==> config.mk <==
export PLATFORM = sky130hd
export DESIGN_NAME = sld_top
export DESIGN_NICKNAME = d
export VERILOG_FILES = /design/src/rtl/sld_pkg.sv /design/src/rtl/sld_sync.sv /design/src/rtl/sld_top.sv
export VERILOG_INCLUDE_DIRS = /design/src /design/src/rtl
export SDC_FILE = /design/constraint.sdc
export NUM_CORES = 1
export LEC_CHECK = 0
export BUFFER_PORTS_ARGS = -buffer_cell sky130_fd_sc_hd__buf_2
export CAP_MARGIN = 0
export CORE_ASPECT_RATIO = 0.6
export CORE_MARGIN = 2
export CORE_UTILIZATION = 45
export DETAILED_ROUTE_END_ITERATION = 12
export HOLD_SLACK_MARGIN = 0.08
export PLACE_DENSITY = 0.76
export SLEW_MARGIN = 20
export SYNTH_ARGS = -nofsm -noshare
export SYNTH_HDL_FRONTEND = slang
export SYNTH_HIERARCHICAL = 1
export SYNTH_SLANG_ARGS = --single-unit
export TNS_END_PERCENT = 100
==> constraint.sdc <==
create_clock -name clock -period 1.74 [get_ports clock]
set_clock_uncertainty 0.15 [all_clocks]
set_input_delay 0.174 -clock clock [delete_from_list [all_inputs] [get_ports clock]]
set_output_delay 0.174 -clock clock [all_outputs]
set_load 0.02 [all_outputs]
==> src/rtl/sld_map.svh <==
// constants for the supply low detector: offsets, fields, reset values, timing
// assumes a 10 MHz system clock and the plain register port of sld_top
// Operation
// (RULE1) three-bit threshold select picks supply level
// (RULE2) read-only flag shows low-voltage condition
// (RULE3) enable bit switches detector on/off
// (RULE4) flag high when supply below threshold
// (RULE5) detector keeps running while powered down
// (RULE6) software waits settle delay before trusting flag
// (RULE7) flag may toggle near the threshold
// (RULE8) request raised after fixed delay from flag
// (RULE9) request routed via multi-function group
// (RULE10) powered-down low supply sets flag, wakes
// (RULE11) software presets request flag to block wake
// (RULE12) software clears request flag before enabling
// (RULE13) servicing clears group flag, not request flag
// (RULE14) branch needs global, own and group enables
// (RULE15) wake on request rising edge, enables ignored
// (RULE16) comparator output passes two-stage synchroniser
`ifndef SLD_MAP_SVH
`define SLD_MAP_SVH
`define SLD_ADDR_W          4
`define SLD_OFF_CONTROL     4'h0
`define SLD_OFF_IRQ         4'h1
`define SLD_CTRL_RESET      8'h00
`define SLD_IRQ_RESET       8'h00
`define SLD_BIT_FLAG        5
`define SLD_BIT_ENABLE      4
`define SLD_SEL_HI          2
`define SLD_SEL_LO          0
`define SLD_BIT_REQ         0
`define SLD_BIT_IRQ_EN      1
`define SLD_BIT_GRP_EN      2
`define SLD_BIT_GRP_FLAG    3
`define SLD_BIT_GLOBAL_EN   4
`define SLD_CLK_HZ          10000000
`define SLD_IRQ_DELAY_US    15
`define SLD_IRQ_DELAY_CYC   ((`SLD_IRQ_DELAY_US * `SLD_CLK_HZ) / 1000000)
`define SLD_CNT_W           8
`endif

==> src/rtl/sld_pkg.sv <==
// types for the supply low detector
package sld_pkg;
  typedef enum logic [2:0] {
    SLD_OFF     = 3'b001,
    SLD_WATCH   = 3'b010,
    SLD_DELAY   = 3'b100
  } sld_state_e;
  typedef logic [7:0] sld_byte_t;
endpackage

==> src/rtl/sld_sync.sv <==
// two-stage level synchroniser
// assumes d_in is asynchronous to clock
`timescale 1ns/100ps
module sld_sync (
  input  wire logic clock,
  input  wire logic reset,
  input  wire logic d_in,
  output logic      q_out
);
  logic stage1;
  always_ff @(posedge clock) begin
    if (reset) begin
      stage1 <= 1'b0;
      q_out  <= 1'b0;
    end else begin
      stage1 <= d_in; // RULE16
      q_out  <= stage1;
    end
  end
endmodule

==> src/rtl/sld_top.sv <==
// control register, detection flag and request logic of the supply low detector
// assumes the analog comparator drives comparator_low asynchronously, high when
// the supply is below the level chosen by threshold_select
// assumes irq_service is a one-cycle pulse from the core on this clock
// assumes the core gates irq_request with its own stack and power-down state
// the register port never stalls: read data stand in the cycle after the strobe
//
// Local design decisions: the strobed register port and the placing of the registers.
`include "sld_map.svh"
`timescale 1ns/100ps
module sld_top
  import sld_pkg::*;
(
  input  wire logic                   clock,
  input  wire logic                   reset,
  input  wire logic [`SLD_ADDR_W-1:0] address,
  input  wire logic [7:0]             write_data,
  input  wire logic                   write_strobe,
  input  wire logic                   read_strobe,
  output sld_byte_t                   read_data,
  input  wire logic                   comparator_low,
  input  wire logic                   irq_service,
  output logic                        detector_on,
  output logic [2:0]                  threshold_select,
  output logic                        irq_request,
  output logic                        wake_up
);
  logic                  detector_enable;
  logic                  low_voltage_flag;
  logic                  low_voltage_request_flag;
  logic                  low_voltage_irq_enable;
  logic                  group_irq_enable;
  logic                  group_flag;
  logic                  global_irq_enable;
  logic                  comp_sync;
  logic                  flag_prev;
  logic                  req_prev;
  logic [`SLD_CNT_W-1:0] delay_count;
  sld_state_e            state;
  logic                  ctrl_wr;
  logic                  irq_wr;
  logic                  delay_done;
  // read-back words
  sld_byte_t             control_word;
  sld_byte_t             irq_word;

  function automatic logic hit(input logic [`SLD_ADDR_W-1:0] a,
                               input logic [`SLD_ADDR_W-1:0] off);
    hit = (a == off);
  endfunction

  // write decodes, one per register
  assign ctrl_wr    = write_strobe && hit(address, `SLD_OFF_CONTROL);
  assign irq_wr     = write_strobe && hit(address, `SLD_OFF_IRQ);
  // last count of the delay; the request is set on the edge that ends it
  assign delay_done = (state == SLD_DELAY) &&
                      (delay_count == `SLD_CNT_W'(`SLD_IRQ_DELAY_CYC - 1));
  // register views, assembled once for the read port
  assign control_word = {2'b00, low_voltage_flag, detector_enable, 1'b0, threshold_select};
  assign irq_word     = {3'b000, global_irq_enable, group_flag, group_irq_enable,
                         low_voltage_irq_enable, low_voltage_request_flag};

  // comparator crosses into this clock through two flops before any use
  sld_sync u_sync (
    .clock (clock),
    .reset (reset),
    .d_in  (comparator_low),
    .q_out (comp_sync)
  );

  // detector enable bit
  always_ff @(posedge clock) begin
    if (reset) begin
      detector_enable <= 1'b0;
    end else if (ctrl_wr) begin
      detector_enable <= write_data[`SLD_BIT_ENABLE]; // RULE3
    end
  end

  // threshold select field, passed straight to the analog reference
  always_ff @(posedge clock) begin
    if (reset) begin
      threshold_select <= 3'h0;
    end else if (ctrl_wr) begin
      threshold_select <= write_data[`SLD_SEL_HI:`SLD_SEL_LO]; // RULE1
    end
  end

  // detector power drives straight from the enable, independent of power-down
  always_ff @(posedge clock) begin
    if (reset) detector_on <= 1'b0;
    else detector_on <= detector_enable; // RULE5
  end

  // flag follows the synchronised comparator every cycle while detector_enable is set, glitches included
  always_ff @(posedge clock) begin
    if (reset) low_voltage_flag <= 1'b0;
    else low_voltage_flag <= detector_enable & comp_sync; // RULE2 RULE4 RULE7
  end

  // previous flag level, for the rising-edge test of the sequencer
  always_ff @(posedge clock) begin
    if (reset) flag_prev <= 1'b0;
    else flag_prev <= low_voltage_flag;
  end

  // request delay sequencer; edges seen while the delay runs are not queued,
  // only a flag still high when the delay ends sets the request
  always_ff @(posedge clock) begin
    if (reset) begin
      state <= SLD_OFF;
    end else begin
      case (state)
        SLD_OFF: begin
          if (detector_enable) state <= SLD_WATCH;
        end
        SLD_WATCH: begin
          if (!detector_enable) state <= SLD_OFF;
          else if (low_voltage_flag && !flag_prev) state <= SLD_DELAY; // RULE8
        end
        SLD_DELAY: begin
          if (!detector_enable || delay_done) state <= SLD_WATCH; // RULE8
        end
        default: state <= SLD_OFF;
      endcase
    end
  end

  // delay counter runs only in the delay state and restarts from zero each time
  always_ff @(posedge clock) begin
    if (reset || state != SLD_DELAY) delay_count <= '0;
    else delay_count <= delay_count + `SLD_CNT_W'(1);
  end

  // request flag; the hardware set wins over a write, service leaves it alone
  always_ff @(posedge clock) begin
    if (reset) begin
      low_voltage_request_flag <= 1'b0;
    end else if (delay_done && low_voltage_flag) begin
      low_voltage_request_flag <= 1'b1; // RULE10 RULE13
    end else if (irq_wr) begin
      low_voltage_request_flag <= write_data[`SLD_BIT_REQ];
    end
  end

  // own interrupt enable
  always_ff @(posedge clock) begin
    if (reset) begin
      low_voltage_irq_enable <= 1'b0;
    end else if (irq_wr) begin
      low_voltage_irq_enable <= write_data[`SLD_BIT_IRQ_EN];
    end
  end

  // group interrupt enable
  always_ff @(posedge clock) begin
    if (reset) begin
      group_irq_enable <= 1'b0;
    end else if (irq_wr) begin
      group_irq_enable <= write_data[`SLD_BIT_GRP_EN];
    end
  end

  // group flag: set by the request, cleared by service, the set beats the clear
  always_ff @(posedge clock) begin
    if (reset) begin
      group_flag <= 1'b0;
    end else if (delay_done && low_voltage_flag) begin
      group_flag <= 1'b1; // RULE9
    end else if (irq_service) begin
      group_flag <= 1'b0; // RULE13
    end else if (irq_wr) begin
      group_flag <= write_data[`SLD_BIT_GRP_FLAG];
    end
  end

  // global enable, dropped by service so that no other branch nests
  always_ff @(posedge clock) begin
    if (reset) begin
      global_irq_enable <= 1'b0;
    end else if (irq_service) begin
      global_irq_enable <= 1'b0; // RULE13
    end else if (irq_wr) begin
      global_irq_enable <= write_data[`SLD_BIT_GLOBAL_EN];
    end
  end

  // previous request level for the wake edge
  always_ff @(posedge clock) begin
    if (reset) req_prev <= 1'b0;
    else req_prev <= low_voltage_request_flag;
  end

  // branch request needs all three enables; a service cycle drops it at once
  always_ff @(posedge clock) begin
    if (reset) begin
      irq_request <= 1'b0;
    end else begin
      irq_request <= global_irq_enable & group_irq_enable & low_voltage_irq_enable &
                     low_voltage_request_flag & !irq_service; // RULE14 RULE9
    end
  end

  // wake pulse on each rising edge of the request flag, enables ignored
  always_ff @(posedge clock) begin
    if (reset) begin
      wake_up <= 1'b0;
    end else begin
      wake_up <= low_voltage_request_flag & !req_prev; // RULE15 RULE10
    end
  end

  // read port, answer one cycle after the strobe; unmapped reads zero
  always_ff @(posedge clock) begin
    if (reset) begin
      read_data <= 8'h00;
    end else if (read_strobe && hit(address, `SLD_OFF_CONTROL)) begin
      read_data <= control_word; // RULE2
    end else if (read_strobe && hit(address, `SLD_OFF_IRQ)) begin
      read_data <= irq_word;
    end else begin
      read_data <= 8'h00;
    end
  end
endmodule

==> flow_summary_export.csv, run 1 <==
group,metric,value,unit
worst_setup_path,rrSetupSlack,0.13,ns
timing,finalSetupTns,0,ns
timing,setup_violations,0,
timing,maxSlewViolCount,0,
floorplan,start_util,46.6,%
yosys,synth_seq_area_share,51.9,%
clock_network,htreeDepth,2,
yosys,synth-seq-cells,34,
floorplan,die_y,45.8,um
detailed_routing,drc,0,
grt,grt.overflow.total,0,
yosys,yosysMostFrequentCell,"dfxtp_1",
flow_run,cap_violations,0,
detailed_routing,drtPass1Iterations,4,
grt,grt_pass1_wl,4.40,mm
timing,final_hold_viol_count,0,
outcome,status,"finished, final reports clean",
yosys,syn_inst,130,
clock_network,insertion_delay,0.28,ns
worst_setup_path,arrival,1.64,ns
worst_setup_path,cp-start-kind,"flip-flop",
yosys,synth_commonest_cells,"dfxtp_1 (34), nor2_1 (21), mux2i_1 (13), nor2b_1 (6)",
yosys,synth_edf_count,0,
layout,drive_gt1_share,23.2,%
yosys,yosys_warnings,6,
floorplan,fp-row-count,15,
timing,rsz0062_at_grt,"no",
floorplan,top_level_ports,32,
timing,period_share,92.6,%
worst_setup_path,end_kind,"flip-flop",
detailed_routing,ant_nets,0,
floorplan,die-width,73.7,um
detailed_routing,wl,2.76,mm
yosys,synth_xor_area_share,5.34,%
yosys,post-synth-top-area-cell,"dfxtp_1",
clock_network,cts_sinks,34,
detailed_routing,via_per_inst,5.08,
place,place.gp.congestion,0.771,
grt,grt_max_degree,22,
yosys,async_flop_share,0,%
grt,track_usage,17.9,%
yosys,ys.flop_type,"dfxtp_1",
clock_network,path_clk_slew,0.06,ns
clock_network,clock_tree.buffer_depth,2,
grt,first_global_vias,969,
floorplan,core_area,2820,sq um
clock_network,cts_buffers,5,
yosys,syn_avg_cell_area,10.1,sq um
timing,fmax,621,MHz
clock_network,cts_tree,"built",
detailed_routing,detail_route.wl_per_cell,13.7,um
yosys,synth_top_family_by_area,"simple AND/OR/NAND/NOR gates",
layout,n_fill_cell,247,
floorplan,dieArea,3380,sq um
yosys,synth_cell_type_count,35,
yosys,synthAdderAreaFrac,1.91,%
place,port_buffers,26,
grt,antenna_found_initial,0,
yosys,synth_compound_area_share,4.77,%
yosys,syn_area,1310,sq um
layout,num-nets-final,187,
clock_network,post_cts_buffers,0,
power_and_ir_drop,powerDensity,954,nW/um^2
power_and_ir_drop,vdd_ir_drop_max,0.744,mV
clock_network,root_buffer,"clkbuf_8",
yosys,synth_area_leaders,"dfxtp_1 (52%), mux2i_1 (9.9%), nor2_1 (6.0%), nor2b_1 (2.9%), xnor2_1 (2.7%)",
worst_setup_path,required,1.77,ns
yosys,netlist.area_leader.share,51.9,%
worst_hold_path,worstHoldPathType,"in -> reg",
detailed_routing,drt-initial-drc-count,35,
yosys,synth-simple-area-share,22.8,%
power_and_ir_drop,p_leak,0.713,nW
worst_setup_path,worst-setup-path-type,"reg -> reg",
place,dp_hpwl,1.91,mm
timing,hold_slack,0.120,ns
worst_setup_path,worstPathMaxFanout,6,
layout,area_growth,27.4,%
detailed_routing,vias,1027,
layout,antennaDiodeCount,0,
timing,period_needed,1.61,ns
yosys,synthMuxAreaShare,9.92,%
[through the flow]
stage	worst slack [ns]	std cells	power, mW	util [%]	instance area, sq um
after floorplan	0.301	131	0.958	-	1320
after global placement	0.213	184	0.985	51.6	1450
after detailed placement	0.128	184	0.995	51.6	1450
after CTS	0.0935	202	1.59	58.4	1640
after global routing	0.0174	202	1.65	59.3	1670
final	0.129	202	1.59	59.3	1670
[where the power goes]
group | switching, mW | internal (mW) | leakage (nW)
registers | 0.0407 | 0.804 | 0.276
clock network | 0.261 | 0.319 | 0.0482
logic | 0.0797 | 0.0890 | 0.389
[registers in the layout, summed over array words and instances (netlist names)]
name	cells
detector_enable	1
u_sync/q_out	1
wake_up	1
low_voltage_irq_enable	1
detector_on	1
delay_count	8
global_irq_enable	1
req_prev	1
low_voltage_request_flag	1
flag_prev	1
state	3
read_data	6
irq_request	1
group_irq_enable	1
group_flag	1
u_sync/stage1	1
threshold_select	3
low_voltage_flag	1
[per-layer routing]
metal / vias to the layer above / track usage [%] / part of all wire, %
li1: 510 / - / -
met1: 491 / 24.6 / 48
met2: 19 / 24.8 / 45
met3: 7 / 6.86 / 4.7
met4: 0 / 8.36 / 2.1
met5: - / 0 / 0
[worst max-delay path, cell delays in order (launching register included)]
cell and delay, ns:
dfxtp_1 0.46, and3b_1 0.23, a21oi_1 0.10, or4b_1 0.50, o41ai_2 0.07
[kinds of logic (layout without fill, tap and decap cells)]
logic type / Yosys count / after routing
multiplexers: 13 / 13
flip-flops: 34 / 34
XOR/XNOR: 8 / 8
AND/OR/NAND/NOR: 55 / 55
other: 1 / 2
AO/OA/AOI/OAI: 9 / 9
buffers and inverters: 8 / 45
adder cells (fa/ha/maj): 2 / 2
[placed cells by master (no fill, tap or decap), types with 2 or more instances in the layout]
cell / n
o21bai_1: 2
dfxtp_2: 2
nor3b_2: 2
mux2i_1: 13
dfxtp_1: 32
nand2_1: 4
buf_2: 26
and3_1: 2
xor2_1: 4
dlygate4sd3_1: 10
nand4_1: 2
nor2b_1: 6
nand3_1: 4
nor2_1: 21
conb_1: 2
clkbuf_8: 6
and2_1: 2
nor3_1: 4
ha_1: 2
and3b_1: 2
nand2b_1: 2
xnor2_1: 4
[final cells by class]
cell class                 count  area, sq um  share of cell area, %
timing repair buffer          36          230                   13.8
multi-input combinational     89          619                   37.1
clock buffer                   7         86.3                   5.17
clock inverter                 1         5.00                  0.300
tap                           34         42.5                   2.55
sequential                    34          683                   40.9
inverter                       1         3.75                  0.225
[timing repair]
item                                    4_1_cts  5_1_grt
hold buffers                                 10        0
endpoints found under the hold margin        13        0
gates resized for setup                       0        5
endpoints found under the setup margin        0        1
[path summary, 6_finish.rpt]
check,startpoint,to,cells after the start
setup / recovery,state[1]$_SDFFE_PP0P_,state[1]$_SDFFE_PP0P_,4
hold / removal,reset,low_voltage_irq_enable$_SDFFE_PP0P_,2
setup reg to reg,state[1]$_SDFFE_PP0P_,state[1]$_SDFFE_PP0P_,4
hold reg to reg,req_prev$_SDFF_PP0_,wake_up$_SDFF_PP0_,1
(Power assumes the default switching activity.)
==> inputs of run 2 (changes only) <==
--- a/config.mk
+++ b/config.mk
@@ -11,6 +11,7 @@
 export CORE_ASPECT_RATIO = 0.6
 export CORE_MARGIN = 2
 export CORE_UTILIZATION = 45
+export CTS_BUF_LIST = sky130_fd_sc_hd__clkbuf_16
 export DETAILED_ROUTE_END_ITERATION = 12
 export HOLD_SLACK_MARGIN = 0.08
 export PLACE_DENSITY = 0.76
==> flow_summary_export.csv, run 2 (synthesis gave the netlist of run 1 again) <==
group,metric,value,unit
place,dp_hpwl,1.91,mm
timing,period_needed,1.70,ns
worst_setup_path,rrSetupSlack,0.04,ns
grt,first_global_vias,971,
clock_network,insertion_delay,0.27,ns
layout,final_cells,201,
clock_network,path_clk_slew,0.05,ns
worst_setup_path,arrival,1.72,ns
timing,worst_slack,0.0425,ns
power_and_ir_drop,powerDensity,1070,nW/um^2
layout,antennaDiodeCount,0,
timing,fmax,589,MHz
layout,layout_common_cells,"dfxtp_1 (34), buf_2 (26), nor2_1 (21)",
clock_network,htreeDepth,2,
power_and_ir_drop,vdd_ir_drop_max,0.598,mV
layout,reg_top3,"delay_count (8), read_data (6)",
timing,setup_violations,0,
worst_setup_path,cpPeakStageDelay,0.52,ns
timing,period_share,97.6,%
layout,layout_commonest_cell,"dfxtp_1",
worst_hold_path,holdPathEnd,"group_flag$_SDFFE_PP0P_",
worst_setup_path,required,1.76,ns
worst_setup_path,end_kind,"flip-flop",
worst_setup_path,critPathLaunch,"detector_enable$_SDFFE_PP0P_",
outcome,status,"finished, final reports clean",
floorplan,top_level_ports,32,
layout,largest_register,"delay_count",
clock_network,cts_buffers,5,
layout,drive_gt1_share,21.6,%
detailed_routing,vias,1032,
layout,largest_register_ff_count,8,
layout,area_growth,30.0,%
floorplan,core_area,2820,sq um
place,pre_cts_slack,0.128,ns
timing,maxSlewViolCount,0,
floorplan,die-width,73.7,um
layout,fin_util,60.5,%
clock_network,root_buffer,"clkbuf_16",
grt,grt_pass1_wl,4.60,mm
worst_setup_path,r2r_cells,4,
floorplan,start_util,46.6,%
detailed_routing,wl,2.94,mm
flow_run,cap_violations,0,
timing,finalSetupTns,0,ns
detailed_routing,drtPass1Iterations,4,
layout,num-nets-final,186,
worst_setup_path,reg2reg_from,"detector_enable$_SDFFE_PP0P_",
worst_hold_path,min-delay-start,"write_data[3]",
grt,track_usage,19.0,%
worst_setup_path,cp-start-kind,"flip-flop",
clock_network,clock_tree.buffer_depth,2,
grt,grt.overflow.total,0,
worst_setup_path,worstPathMaxFanout,7,
detailed_routing,via_per_inst,5.13,
grt,antenna_found_initial,0,
place,post-place-cells,184,
timing,final_hold_viol_count,0,
worst_setup_path,slowest_stage,"dfxtp_1",
detailed_routing,ant_nets,0,
floorplan,fp-row-count,15,
power_and_ir_drop,finalPower,1.83,mW
grt,grt_max_degree,22,
place,place.gp.congestion,0.771,
worst_hold_path,hold_depth,3,
floorplan,dieArea,3380,sq um
clock_network,post_cts_buffers,0,
worst_hold_path,worstHoldPathType,"in -> reg",
power_and_ir_drop,p_leak,0.732,nW
floorplan,die_y,45.8,um
worst_setup_path,worst-setup-path-type,"reg -> reg",
detailed_routing,drt-initial-drc-count,45,
detailed_routing,drc,0,
place,port_buffers,26,
detailed_routing,detail_route.wl_per_cell,14.6,um
clock_network,cts_sinks,34,
clock_network,cts_tree,"built",
worst_setup_path,crit-reg2reg-capture,"state[1]$_SDFFE_PP0P_",
worst_setup_path,cp_cell_sequence,"and3b_1 > a21oi_1 > or4b_1 > o41ai_2",
[run 2: cell count changes in the layout (fill, tap and decap cells not counted)]
cell and change:
inv_1 +1, dfxtp_2 -2, clkbuf_1 -1, clkinv_1 +1, dfxtp_1 +2, dlygate4sd3_1 -1, clkbuf_16 +5, clkbuf_8 -6
[run 2: timing repair]
| action | CTS | global route |
|---|---|---|
| resized for setup | 0 | 3 |
| endpoints found under the setup margin | 0 | 1 |
| hold buffers | 9 | 0 |
| hold endpoints to repair | 12 | 0 |
[run 2: report_power, final]
part / leakage (nW) / internal [mW] / switching [mW]
clock: 0.0724 / 0.516 / 0.298
combinational: 0.385 / 0.0876 / 0.0836
sequential: 0.275 / 0.805 / 0.0414
total: 0.732 / 1.41 / 0.423
[run 2: how the worst max path moves through the flow]
stage,to,slack [ns]
global placement,state[1]$_SDFFE_PP0P_,0.21
global route,state[1]$_SDFFE_PP0P_,-0.05
detailed placement,state[1]$_SDFFE_PP0P_,0.13
floorplan,state[1]$_SDFFE_PP0P_,0.30
finish,state[1]$_SDFFE_PP0P_,0.04
CTS,state[1]$_SDFFE_PP0P_,0.1
[run 2: layer usage]
| layer | vias to the layer above | share of wire (%) | track usage (%) |
|---|---|---|---|
| li1 | 513 | - | - |
| met1 | 484 | 46 | 25.2 |
| met2 | 27 | 47 | 28.2 |
| met3 | 8 | 5.1 | 6.86 |
| met4 | 0 | 2.0 | 7.64 |
| met5 | - | 0 | 0 |
[run 2: final cells by class]
class                      instances  area, sq um
sequential                        34          681
clock buffer                       5          125
inverter                           1         3.75
tap                               34         42.5
fill                             236         1110
clock inverter                     3         12.5
multi-input combinational         89          619
timing repair buffer              35          220
[run 2: through the flow]
stage,cell area [sq um],hold slack (ns)
6_report,1700,0.0918
5_1_grt,1700,0.159
4_1_cts,1680,0.0843
3_5_place_dp,1450,0.225
3_3_place_gp,1450,0.222
2_1_floorplan,1320,0.0956
[run 2: worst max-delay path: cells and delay by family, from the launching register on]
family          cells  cell delay, ns
flops               1            0.52
compound gates      2            0.18
simple gates        2            0.75
